### src/logic/dsa_pkg.sv
// shared constants and types of the debug sideband and authentication block
package dsa_pkg;
    // avalon register window, byte addresses
    localparam int ADDR_W = 8;
    localparam logic [7:0] OFS_CTRL = 8'h00;
    localparam logic [7:0] OFS_CHAN_RX = 8'h04;
    localparam logic [7:0] OFS_CHAN_TX = 8'h08;
    localparam logic [7:0] OFS_PWR_CTRL = 8'h0C;
    localparam logic [7:0] OFS_PWR_STAT = 8'h10;
    localparam logic [7:0] OFS_AUTH_STAT = 8'h14;
    localparam logic [7:0] OFS_ROM_BASE = 8'h18;
    localparam logic [7:0] OFS_SELF_OFS = 8'h1C;
    localparam logic [7:0] OFS_OS_LOCK = 8'h20;
    localparam logic [7:0] OFS_RESTART = 8'h24;

    // status and control field positions
    localparam int BIT_HALTED = 0;
    localparam int BIT_RESTARTED = 1;
    localparam int ENTRY_LO = 2;
    localparam int ENTRY_HI = 5;
    localparam int BIT_FORCE_ACK = 10;
    localparam int MODE_LO = 14;
    localparam int MODE_HI = 15;
    localparam int BIT_TX_FULL = 29;
    localparam int BIT_RX_FULL = 30;
    localparam int BIT_NO_PWR_DOWN = 0;
    localparam int BIT_PWR_DOWN_REQ = 0;
    localparam int BIT_OS_LOCK = 0;
    localparam int BIT_RESTART_REQ = 1;
    localparam int BIT_CFG_VALID = 0;
    localparam int CFG_LO = 12;
    localparam int CFG_HI = 31;

    // field values
    localparam logic [3:0] ENTRY_EXT_HALT = 4'h4;
    localparam logic [3:0] ENTRY_RESET = 4'h0;
    localparam logic [1:0] MODE_NONE = 2'h0;
    localparam logic [31:0] WORD_ZERO = 32'h0000_0000;

    // cycles after reset release before the synchronised os-lock strap is valid
    localparam logic [1:0] LOCK_CAPTURE_CYCLES = 2'h2;

    // debug permissions decoded from the authentication inputs
    typedef struct packed {
        logic secure_invasive;
        logic nonsecure_invasive;
        logic secure_noninvasive;
        logic nonsecure_noninvasive;
    } dsa_perm_t;

    // processor side of the communications channel
    typedef struct packed {
        logic rx_read;
        logic tx_write;
        logic [31:0] tx_data;
    } dsa_core_req_t;

    typedef enum logic [1:0] {
        PWR_ON = 2'b00,
        PWR_WAIT_IDLE = 2'b01,
        PWR_ACKED = 2'b10
    } dsa_pwr_state_t;
endpackage : dsa_pkg

### src/logic/dsa_sync.sv
// two flip-flop level synchroniser for pins entering the core clock domain
`timescale 1ns/1ps
`default_nettype none
module dsa_sync #(
    parameter int WIDTH = 1
) (
    input wire logic sys_clk,
    input wire logic reset_n,
    input wire logic [WIDTH-1:0] d,
    output logic [WIDTH-1:0] q
);
    logic [WIDTH-1:0] stage;

    always_ff @(posedge sys_clk) begin
        if (!reset_n) begin
            stage <= '0;
            q <= '0;
        end else begin
            stage <= d;
            q <= stage;
        end
    end
endmodule : dsa_sync
`default_nettype wire

### src/logic/dsa_top.sv
// debug sideband logic: halt handshake, channel flags, power-down, os lock, config and authentication
`timescale 1ns/1ps
`default_nettype none
// Overview of operation
// - external halt request enters debug state and records entry method 0100
// - acknowledge rises once debug state is entered
// - force-acknowledge bit 10 also drives acknowledge high
// - receive-pending output equals receive-register-full flag, status bit 30
// - transmit-ready output equals inverse of transmit-register-full flag, bit 29
// - no-power-down output follows power control bit 0
// - power status bit 0 reads current power-down request level
// - power-down acknowledge tells system core voltage may drop
// - os lock set after reset release from os-lock-init input, else clear
// - rom base input gives bits 31:12 of debug rom, with valid
// - self offset input gives bits 31:12 of register map offset, with valid
// - invasive permissions decoded from invasive and secure-invasive enables
// - noninvasive permissions decoded from all four enables
// - invasive enable low forces mode field 00 and ignores halts
// - authentication changes are visible to software only through status polling
module dsa_top (
    input wire logic sys_clk,
    input wire logic reset_n,
    input wire logic [7:0] avs_address,
    input wire logic avs_read,
    input wire logic avs_write,
    input wire logic [31:0] avs_writedata,
    input wire logic [3:0] avs_byteenable,
    output logic [31:0] avs_readdata,
    output logic avs_waitrequest,
    input wire logic ext_halt_request,
    output logic debug_state_acknowledge,
    output logic channel_receive_pending,
    output logic channel_transmit_ready,
    input wire dsa_pkg::dsa_core_req_t core_req,
    output logic [31:0] core_rx_data,
    output logic core_halted,
    input wire logic core_quiescent,
    output logic no_power_down_out,
    input wire logic power_down_request_in,
    output logic power_down_ack_out,
    input wire logic os_lock_init_in,
    output logic os_lock,
    input wire logic [19:0] rom_base_cfg,
    input wire logic rom_base_cfg_valid,
    input wire logic [19:0] self_offset_cfg,
    input wire logic self_offset_cfg_valid,
    input wire logic invasive_enable,
    input wire logic noninvasive_enable,
    input wire logic secure_invasive_enable,
    input wire logic secure_noninvasive_enable,
    output dsa_pkg::dsa_perm_t debug_permission
);
    // merge a write word into a register under the byte enables
    function automatic logic [31:0] merge_bytes(input logic [31:0] old_val, input logic [31:0] new_val,
                                                input logic [3:0] be);
        logic [31:0] res;
        res = old_val;
        for (int i = 0; i < 4; i++) begin
            if (be[i]) begin
                res[i*8 +: 8] = new_val[i*8 +: 8];
            end
        end
        return res;
    endfunction : merge_bytes

    // synchronised pins
    logic halt_req_s;
    logic pwr_req_s;
    logic lock_init_s;
    logic inv_en_s;
    logic ninv_en_s;
    logic sinv_en_s;
    logic sninv_en_s;
    logic [19:0] rom_base_s;
    logic rom_valid_s;
    logic [19:0] self_ofs_s;
    logic self_valid_s;

    dsa_sync #(.WIDTH(7)) u_sync_ctl (
        .sys_clk(sys_clk),
        .reset_n(reset_n),
        .d({ext_halt_request, power_down_request_in, os_lock_init_in, invasive_enable,
            noninvasive_enable, secure_invasive_enable, secure_noninvasive_enable}),
        .q({halt_req_s, pwr_req_s, lock_init_s, inv_en_s, ninv_en_s, sinv_en_s, sninv_en_s})
    );

    dsa_sync #(.WIDTH(42)) u_sync_cfg (
        .sys_clk(sys_clk),
        .reset_n(reset_n),
        .d({rom_base_cfg, rom_base_cfg_valid, self_offset_cfg, self_offset_cfg_valid}),
        .q({rom_base_s, rom_valid_s, self_ofs_s, self_valid_s})
    );

    // state
    logic debug_state;
    logic restarted;
    logic [3:0] entry_method;
    logic force_ack;
    logic [1:0] mode_select;
    logic rx_full;
    logic tx_full;
    logic [31:0] rx_word;
    logic [31:0] tx_word;
    logic no_pwr_down;
    logic lock_done;
    logic [1:0] lock_cnt;
    dsa_pkg::dsa_pwr_state_t pwr_state;
    dsa_pkg::dsa_pwr_state_t next_pwr_state;

    // avalon access decode
    wire bus_req = avs_read || avs_write;
    wire commit = bus_req && !avs_waitrequest;
    wire wr_commit = commit && avs_write;
    wire rd_commit = commit && avs_read;
    wire sel_ctrl = avs_address == dsa_pkg::OFS_CTRL;
    wire sel_rx = avs_address == dsa_pkg::OFS_CHAN_RX;
    wire sel_tx = avs_address == dsa_pkg::OFS_CHAN_TX;
    wire sel_pctl = avs_address == dsa_pkg::OFS_PWR_CTRL;
    wire sel_pst = avs_address == dsa_pkg::OFS_PWR_STAT;
    wire sel_auth = avs_address == dsa_pkg::OFS_AUTH_STAT;
    wire sel_rom = avs_address == dsa_pkg::OFS_ROM_BASE;
    wire sel_self = avs_address == dsa_pkg::OFS_SELF_OFS;
    wire sel_lock = avs_address == dsa_pkg::OFS_OS_LOCK;
    wire sel_rst = avs_address == dsa_pkg::OFS_RESTART;

    // authentication decode
    dsa_pkg::dsa_perm_t next_perm;
    assign next_perm.nonsecure_invasive = inv_en_s;
    assign next_perm.secure_invasive = inv_en_s && sinv_en_s;
    assign next_perm.nonsecure_noninvasive = inv_en_s || ninv_en_s;
    assign next_perm.secure_noninvasive = (inv_en_s || ninv_en_s) && (sinv_en_s || sninv_en_s);

    // mode field reads as none while invasive debug is off
    wire [1:0] mode_effective = inv_en_s ? mode_select : dsa_pkg::MODE_NONE;

    // halt and restart
    wire halt_event = halt_req_s && inv_en_s && !debug_state;
    wire [31:0] ctrl_merged = merge_bytes(WORD_CTRL_STORE(force_ack, mode_select), avs_writedata, avs_byteenable);
    wire restart_req = wr_commit && sel_rst && avs_byteenable[0] && avs_writedata[dsa_pkg::BIT_RESTART_REQ];
    wire next_debug_state = halt_event ? 1'b1 : (restart_req ? 1'b0 : debug_state);
    wire next_force_ack = (wr_commit && sel_ctrl) ? ctrl_merged[dsa_pkg::BIT_FORCE_ACK] : force_ack;
    wire next_ack = next_debug_state || next_force_ack;

    // holds only the writable control fields, other positions zero
    function automatic logic [31:0] WORD_CTRL_STORE(input logic fa, input logic [1:0] ms);
        logic [31:0] w;
        w = dsa_pkg::WORD_ZERO;
        w[dsa_pkg::BIT_FORCE_ACK] = fa;
        w[dsa_pkg::MODE_HI:dsa_pkg::MODE_LO] = ms;
        return w;
    endfunction : WORD_CTRL_STORE

    // communications channel: fills only when empty, so clear wins in the same cycle
    wire rx_fill = wr_commit && sel_rx && !rx_full;
    wire rx_drain = core_req.rx_read && rx_full;
    wire next_rx_full = rx_fill || (rx_full && !rx_drain);
    wire tx_fill = core_req.tx_write && !tx_full;
    wire tx_drain = rd_commit && sel_tx && tx_full;
    wire next_tx_full = tx_fill || (tx_full && !tx_drain);

    // power control
    wire [31:0] pctl_merged = merge_bytes({31'h0000_0000, no_pwr_down}, avs_writedata, avs_byteenable);
    wire next_no_pwr_down = (wr_commit && sel_pctl) ? pctl_merged[dsa_pkg::BIT_NO_PWR_DOWN] : no_pwr_down;

    always_comb begin
        next_pwr_state = pwr_state;
        unique case (pwr_state)
            dsa_pkg::PWR_ON: begin
                if (pwr_req_s) begin
                    next_pwr_state = dsa_pkg::PWR_WAIT_IDLE;
                end
            end
            dsa_pkg::PWR_WAIT_IDLE: begin
                if (!pwr_req_s) begin
                    next_pwr_state = dsa_pkg::PWR_ON;
                end else if (core_quiescent) begin
                    next_pwr_state = dsa_pkg::PWR_ACKED;
                end
            end
            dsa_pkg::PWR_ACKED: begin
                if (!pwr_req_s) begin
                    next_pwr_state = dsa_pkg::PWR_ON;
                end
            end
            default: begin
                next_pwr_state = dsa_pkg::PWR_ON;
            end
        endcase
    end

    // os lock: written by software, strap caught once after reset release
    wire lock_capture = !lock_done && (lock_cnt == dsa_pkg::LOCK_CAPTURE_CYCLES);
    wire lock_wr = wr_commit && sel_lock && avs_byteenable[0];
    wire next_os_lock = lock_capture ? lock_init_s : (lock_wr ? avs_writedata[dsa_pkg::BIT_OS_LOCK] : os_lock);

    // read data mux
    logic [31:0] ctrl_word;
    logic [31:0] rd_mux;
    always_comb begin
        ctrl_word = dsa_pkg::WORD_ZERO;
        ctrl_word[dsa_pkg::BIT_HALTED] = debug_state;
        ctrl_word[dsa_pkg::BIT_RESTARTED] = restarted;
        ctrl_word[dsa_pkg::ENTRY_HI:dsa_pkg::ENTRY_LO] = entry_method;
        ctrl_word[dsa_pkg::BIT_FORCE_ACK] = force_ack;
        ctrl_word[dsa_pkg::MODE_HI:dsa_pkg::MODE_LO] = mode_effective;
        ctrl_word[dsa_pkg::BIT_TX_FULL] = tx_full;
        ctrl_word[dsa_pkg::BIT_RX_FULL] = rx_full;
        rd_mux = dsa_pkg::WORD_ZERO;
        if (sel_ctrl) begin
            rd_mux = ctrl_word;
        end else if (sel_tx) begin
            rd_mux = tx_word;
        end else if (sel_pctl) begin
            rd_mux[dsa_pkg::BIT_NO_PWR_DOWN] = no_pwr_down;
        end else if (sel_pst) begin
            rd_mux[dsa_pkg::BIT_PWR_DOWN_REQ] = pwr_req_s;
        end else if (sel_auth) begin
            rd_mux[3:0] = debug_permission;
        end else if (sel_rom) begin
            rd_mux[dsa_pkg::CFG_HI:dsa_pkg::CFG_LO] = rom_base_s;
            rd_mux[dsa_pkg::BIT_CFG_VALID] = rom_valid_s;
        end else if (sel_self) begin
            rd_mux[dsa_pkg::CFG_HI:dsa_pkg::CFG_LO] = self_ofs_s;
            rd_mux[dsa_pkg::BIT_CFG_VALID] = self_valid_s;
        end else if (sel_lock) begin
            rd_mux[dsa_pkg::BIT_OS_LOCK] = os_lock;
        end
    end

    // bus slave: one wait cycle, then the access completes
    always_ff @(posedge sys_clk) begin
        if (!reset_n) begin
            avs_waitrequest <= 1'b1;
            avs_readdata <= dsa_pkg::WORD_ZERO;
        end else begin
            avs_waitrequest <= !(bus_req && avs_waitrequest);
            if (bus_req && avs_waitrequest) begin
                avs_readdata <= avs_read ? rd_mux : dsa_pkg::WORD_ZERO;
            end
        end
    end

    // debug state, handshake and control fields
    always_ff @(posedge sys_clk) begin
        if (!reset_n) begin
            debug_state <= 1'b0;
            restarted <= 1'b1;
            entry_method <= dsa_pkg::ENTRY_RESET;
            force_ack <= 1'b0;
            mode_select <= dsa_pkg::MODE_NONE;
            debug_state_acknowledge <= 1'b0;
            core_halted <= 1'b0;
        end else begin
            debug_state <= next_debug_state;
            core_halted <= next_debug_state;
            debug_state_acknowledge <= next_ack;
            force_ack <= next_force_ack;
            if (halt_event) begin
                entry_method <= dsa_pkg::ENTRY_EXT_HALT;
                restarted <= 1'b0;
            end else if (restart_req && debug_state) begin
                restarted <= 1'b1;
            end
            if (wr_commit && sel_ctrl) begin
                mode_select <= ctrl_merged[dsa_pkg::MODE_HI:dsa_pkg::MODE_LO];
            end
        end
    end

    // communications channel
    always_ff @(posedge sys_clk) begin
        if (!reset_n) begin
            rx_full <= 1'b0;
            tx_full <= 1'b0;
            rx_word <= dsa_pkg::WORD_ZERO;
            tx_word <= dsa_pkg::WORD_ZERO;
            channel_transmit_ready <= 1'b1;
        end else begin
            rx_full <= next_rx_full;
            tx_full <= next_tx_full;
            channel_transmit_ready <= !next_tx_full;
            if (rx_fill) begin
                rx_word <= merge_bytes(rx_word, avs_writedata, avs_byteenable);
            end
            if (tx_fill) begin
                tx_word <= core_req.tx_data;
            end
        end
    end
    assign channel_receive_pending = rx_full;
    assign core_rx_data = rx_word;

    // power, lock and permissions
    always_ff @(posedge sys_clk) begin
        if (!reset_n) begin
            no_pwr_down <= 1'b0;
            no_power_down_out <= 1'b0;
            pwr_state <= dsa_pkg::PWR_ON;
            power_down_ack_out <= 1'b0;
            os_lock <= 1'b0;
            lock_done <= 1'b0;
            lock_cnt <= 2'h0;
            debug_permission <= '0;
        end else begin
            no_pwr_down <= next_no_pwr_down;
            no_power_down_out <= next_no_pwr_down;
            pwr_state <= next_pwr_state;
            power_down_ack_out <= next_pwr_state == dsa_pkg::PWR_ACKED;
            os_lock <= next_os_lock;
            if (lock_capture) begin
                lock_done <= 1'b1;
            end else if (!lock_done) begin
                lock_cnt <= lock_cnt + 2'h1;
            end
            debug_permission <= next_perm;
        end
    end
endmodule : dsa_top
`default_nettype wire

### config.mk
export PLATFORM = sky130hd
export DESIGN_NAME = dsa_top
export DESIGN_NICKNAME = d
export VERILOG_FILES = /design/src/logic/dsa_pkg.sv /design/src/logic/dsa_sync.sv /design/src/logic/dsa_top.sv
export SDC_FILE = /design/constraint.sdc
export NUM_CORES = 1
export LEC_CHECK = 0
export ABC_CLOCK_PERIOD_IN_PS = 3500
export BUFFER_PORTS_ARGS = -buffer_cell sky130_fd_sc_hd__buf_2
export CELL_PAD_IN_SITES_DETAIL_PLACEMENT = 1
export CELL_PAD_IN_SITES_GLOBAL_PLACEMENT = 2
export CORE_MARGIN = 2
export CORE_UTILIZATION = 29
export CTS_BUF_LIST = sky130_fd_sc_hd__clkbuf_4 sky130_fd_sc_hd__clkbuf_8
export CTS_CLUSTER_SIZE = 25
export DETAILED_ROUTE_END_ITERATION = 10
export PLACE_DENSITY = 0.75
export SETUP_SLACK_MARGIN = 0.3
export SLEW_MARGIN = 20
export SYNTH_ARGS = -nofsm -noshare
export SYNTH_HDL_FRONTEND = slang
export SYNTH_HIERARCHICAL = 1
export SYNTH_SLANG_ARGS = --single-unit
export TNS_END_PERCENT = 100
### constraint.sdc
create_clock -name sys_clk -period 3.5 [get_ports sys_clk]
set_input_delay 0.7 -clock sys_clk [delete_from_list [all_inputs] [get_ports sys_clk]]
set_output_delay 0.7 -clock sys_clk [all_outputs]
set_load 0.02 [all_outputs]
==> metrics.json <==
{
  "final_layout": {
    "sequential_cell_area_um2": 4340,
    "n_fill_cell": 3020,
    "layout-area-overhead-vs-synth_pct": 27.4,
    "multi_input_comb_area_um2": 2870,
    "fin_nets": 1128,
    "layout-drive-gt1-share_pct": 31.2
  },
  "clock_network": {
    "cts_setup_buffers": 0,
    "clkSlewWorstSetupHoldPaths_ns": 0.06,
    "cts_tree": "yes",
    "count_of_hold_fix_buffers_inserted_at_cts": 0,
    "cts.path.max_buffers": 3,
    "numCtsBuffers": 39,
    "cts.root.buffer_cell": "sky130_fd_sc_hd__clkbuf_8",
    "cts_max_level": 2,
    "insertion_delay_ns": 0.53,
    "cts_num_sinks": 217,
    "cts_repair_resize_count": 0
  },
  "synth": {
    "synth.lib_cells_used.distinct": 47,
    "number_of_storage_elements_in_the_synthesis_netlist": 217,
    "yosys.area.top_type": "sky130_fd_sc_hd__dfxtp_1",
    "synthesis.area_um2": 7490,
    "fraction_of_the_yosys_area_taken_by_sequential_cells_pct": 58.0,
    "postSynthCellCount": 785,
    "netlist_top_cells_area": "sky130_fd_sc_hd__dfxtp_1 58%, sky130_fd_sc_hd__and2_1 7.4%, sky130_fd_sc_hd__nand2_1 6.7%, sky130_fd_sc_hd__a21oi_1 6.3%, sky130_fd_sc_hd__nand3_1 2.4%",
    "synthesis.yosys.warnings": 6,
    "post_synth.cell_area_avg_um2": 9.54,
    "syn_nets": 918,
    "synth_top_area_share_pct": 58.0
  },
  "timing": {
    "maxSlewViolCount": 0,
    "post-route-period-util_pct": 62.5,
    "finClkSkew_ns": 0.0106,
    "setup_tns_after_final_layout_ns": 0,
    "final_hold_viol_count": 0,
    "setup_slack_ns": 1.31,
    "tightestPinTransition_ns": 0.818,
    "grt_setup_unrepaired": "no",
    "setup_viol": 0,
    "maxSlewHeadroom_pct": 45.3,
    "fmax_mhz": 457,
    "period_needed_ns": 2.19
  },
  "worst_setup_path": {
    "arrival_time_at_the_worst_endpoint_ns": 2.56,
    "startpoint_type": "primary input",
    "critPathKind": "primary input to register",
    "critPathCaptureType": "register",
    "required_time_at_the_endpoint_of_the_critical_path_ns": 3.87,
    "ff2ff_path_depth": 6,
    "cp_max_fo": 36
  },
  "grt": {
    "grt-ovfl-total": 0,
    "globalRoute.busiestLayer": "met2",
    "grt_use_met2_pct": 26.4,
    "grt_first_pass_wirelength_mm": 33.6,
    "gr_layer_usage_met3_pct": 5.02,
    "grt_antenna_before_repair": 3,
    "first_global_vias": 6301,
    "maximum_number_of_pins_on_one_net_before_global_route_repair": 86,
    "grt_util_met1_pct": 19.7,
    "grt_util_all_layers_pct": 15.9
  },
  "drt": {
    "drc_errors": 0,
    "drt_iter0_markers": 351,
    "drtAntennaViolNets": 0,
    "vias_per_cell": 4.55,
    "dr_total_vias": 6147,
    "finalWirelength_mm": 21.6,
    "dr_pass1_iterations": 4,
    "average_detailed_routed_wire_length_per_instance_um": 16.0
  },
  "power_and_ir_drop": {
    "ir_drop_uv": 282,
    "standby_leakage_power_nw": 4.05,
    "pwr_density_cell_nw_per_um2": 555,
    "total_power_w": 0.00530
  },
  "run_status": {
    "run_status": "completed"
  },
  "die": {
    "die_area_um2": 27100,
    "boundaryPins": 208,
    "floorplan.die.width_um": 165,
    "floorplan.core_area_um2": 25300,
    "floorplan.rows": 58,
    "initial_core_util_pct": 29.7,
    "die_y_um": 165
  },
  "placement": {
    "place.gp.congestion": 0.772,
    "place_ws_ns": 0.798,
    "io_buffers": 207,
    "dp_hpwl_mm": 15.4
  },
  "flow_run": {
    "cap_violations": 0
  },
  "hold_path": {
    "holdPathStages": 2,
    "holdCritPathClass": "primary input to register"
  }
}
==> where the power goes <==
group          total, W  internal, W  leakage, nW  switching (W)
clock network   0.00234      0.00132        0.420        0.00102
registers       0.00261      0.00257         1.78      0.0000389
logic          0.000350     0.000151         1.85       0.000199
total           0.00530      0.00404         4.05        0.00125
==> critical path, stage by stage <==
cell and delay, ns:
sky130_fd_sc_hd__buf_2 0.12, sky130_fd_sc_hd__or4_1 0.60, sky130_fd_sc_hd__nor4_4 0.27, sky130_fd_sc_hd__buf_4 0.37
sky130_fd_sc_hd__nand2_1 0.26, sky130_fd_sc_hd__nand2_1 0.13, sky130_fd_sc_hd__a21oi_1 0.07
==> through the flow <==
stage / cell area [µm²] / hold slack, ns / instances / util [%]
floorplan: 7490 / 0.405 / 785 / -
global placement: 8760 / 0.414 / 1284 / 34.7
detailed placement: 8760 / 0.419 / 1284 / 34.7
CTS: 9540 / 0.340 / 1351 / 37.8
global route: 9540 / 0.351 / 1351 / 37.8
finish: 9540 / 0.381 / 1352 / 37.8
==> state kept, by name, summed over array words and instances (netlist names), 2 cells and up <==
register / cells
core_rx_data: 32
u_sync_ctl/stage: 7
lock_cnt: 2
u_sync_cfg/q: 42
mode_select: 2
tx_word: 32
u_sync_cfg/stage: 42
pwr_state: 2
u_sync_ctl/q: 7
debug_permission: 4
avs_readdata: 32
==> per-layer routing <==
layer	part of all wire, %	up-vias
met5	0.093	-
met4	1.9	4
met3	8.7	37
met2	45	205
met1	44	2848
li1	-	3053
==> final timing paths <==
check,start,endpoint,slack [ns]
max,avs_address[7],core_rx_data[25],1.31
min reg2reg,u_sync_cfg/stage[32],u_sync_cfg/q[32],0.43
min,rom_base_cfg[19],u_sync_cfg/stage[41],0.38
max reg2reg,avs_waitrequest,core_rx_data[25],1.69
==> synth_stat cells (all sizes together) <==
cell,n
o211a,1
a32o,1
or4,1
nor2,30
and4b,1
nand2b,4
a22oi,24
a31oi,1
a32oi,1
nand3,36
nor4,6
nor4b,1
o22ai,4
and2,100
o21ai,13
nor2b,6
o21a,1
nand2,135
inv,5
dfxtp,217
nand3b,2
ha,1
a211oi,4
clkbuf,28
nand4,3
buf,20
and3,3
or2,2
or3,2
mux2,16
mux2i,11
o211ai,1
nand4b,2
o21bai,1
xnor2,1
nor3,5
xor2,1
a21oi,94
==> logic make-up (layout without fill, tap and decap cells) <==
group | Yosys count | after routing | share of synthesized area (%)
flops | 217 | 217 | 58.0
xor+xnor | 2 | 2 | 0.234
mux | 27 | 27 | 3.88
compound gates | 146 | 146 | 11.1
fa+ha+maj | 1 | 1 | 0.167
other cells | 0 | 1 | 0
simple gates | 339 | 339 | 22.8
buf+inv | 53 | 289 | 3.86
==> final cells by class <==
cell class                      instances  share of cell area [%]
Sequential cell                       217                    45.5
Multi-Input combinational cell        515                    30.1
Timing Repair Buffer                  217                    11.6
Clock buffer                           58                    7.58
Tap cell                              330                    4.33
Clock inverter                          9                   0.564
Inverter                                5                   0.210
Antenna cell                            1                  0.0262
==> cells in the final DEF, fill, tap and decap left out, types with 3 or more instances in the layout <==
master / count
sky130_fd_sc_hd__a211oi_1: 4
sky130_fd_sc_hd__a21oi_1: 94
sky130_fd_sc_hd__a22oi_1: 24
sky130_fd_sc_hd__and2_1: 89
sky130_fd_sc_hd__and2_2: 10
sky130_fd_sc_hd__and3_1: 3
sky130_fd_sc_hd__buf_2: 207
sky130_fd_sc_hd__buf_4: 10
sky130_fd_sc_hd__clkbuf_4: 12
sky130_fd_sc_hd__clkbuf_8: 46
sky130_fd_sc_hd__clkinv_2: 8
sky130_fd_sc_hd__dfxtp_1: 217
sky130_fd_sc_hd__inv_1: 4
sky130_fd_sc_hd__mux2_2: 16
sky130_fd_sc_hd__mux2i_1: 11
sky130_fd_sc_hd__nand2_1: 134
sky130_fd_sc_hd__nand2b_1: 3
sky130_fd_sc_hd__nand3_1: 36
sky130_fd_sc_hd__nand4_1: 3
sky130_fd_sc_hd__nor2_1: 30
sky130_fd_sc_hd__nor2b_1: 5
sky130_fd_sc_hd__nor3_1: 3
sky130_fd_sc_hd__nor4_1: 5
sky130_fd_sc_hd__o21ai_0: 12
sky130_fd_sc_hd__o22ai_1: 4
No activity file was read; power rests on OpenSTA's default activity.
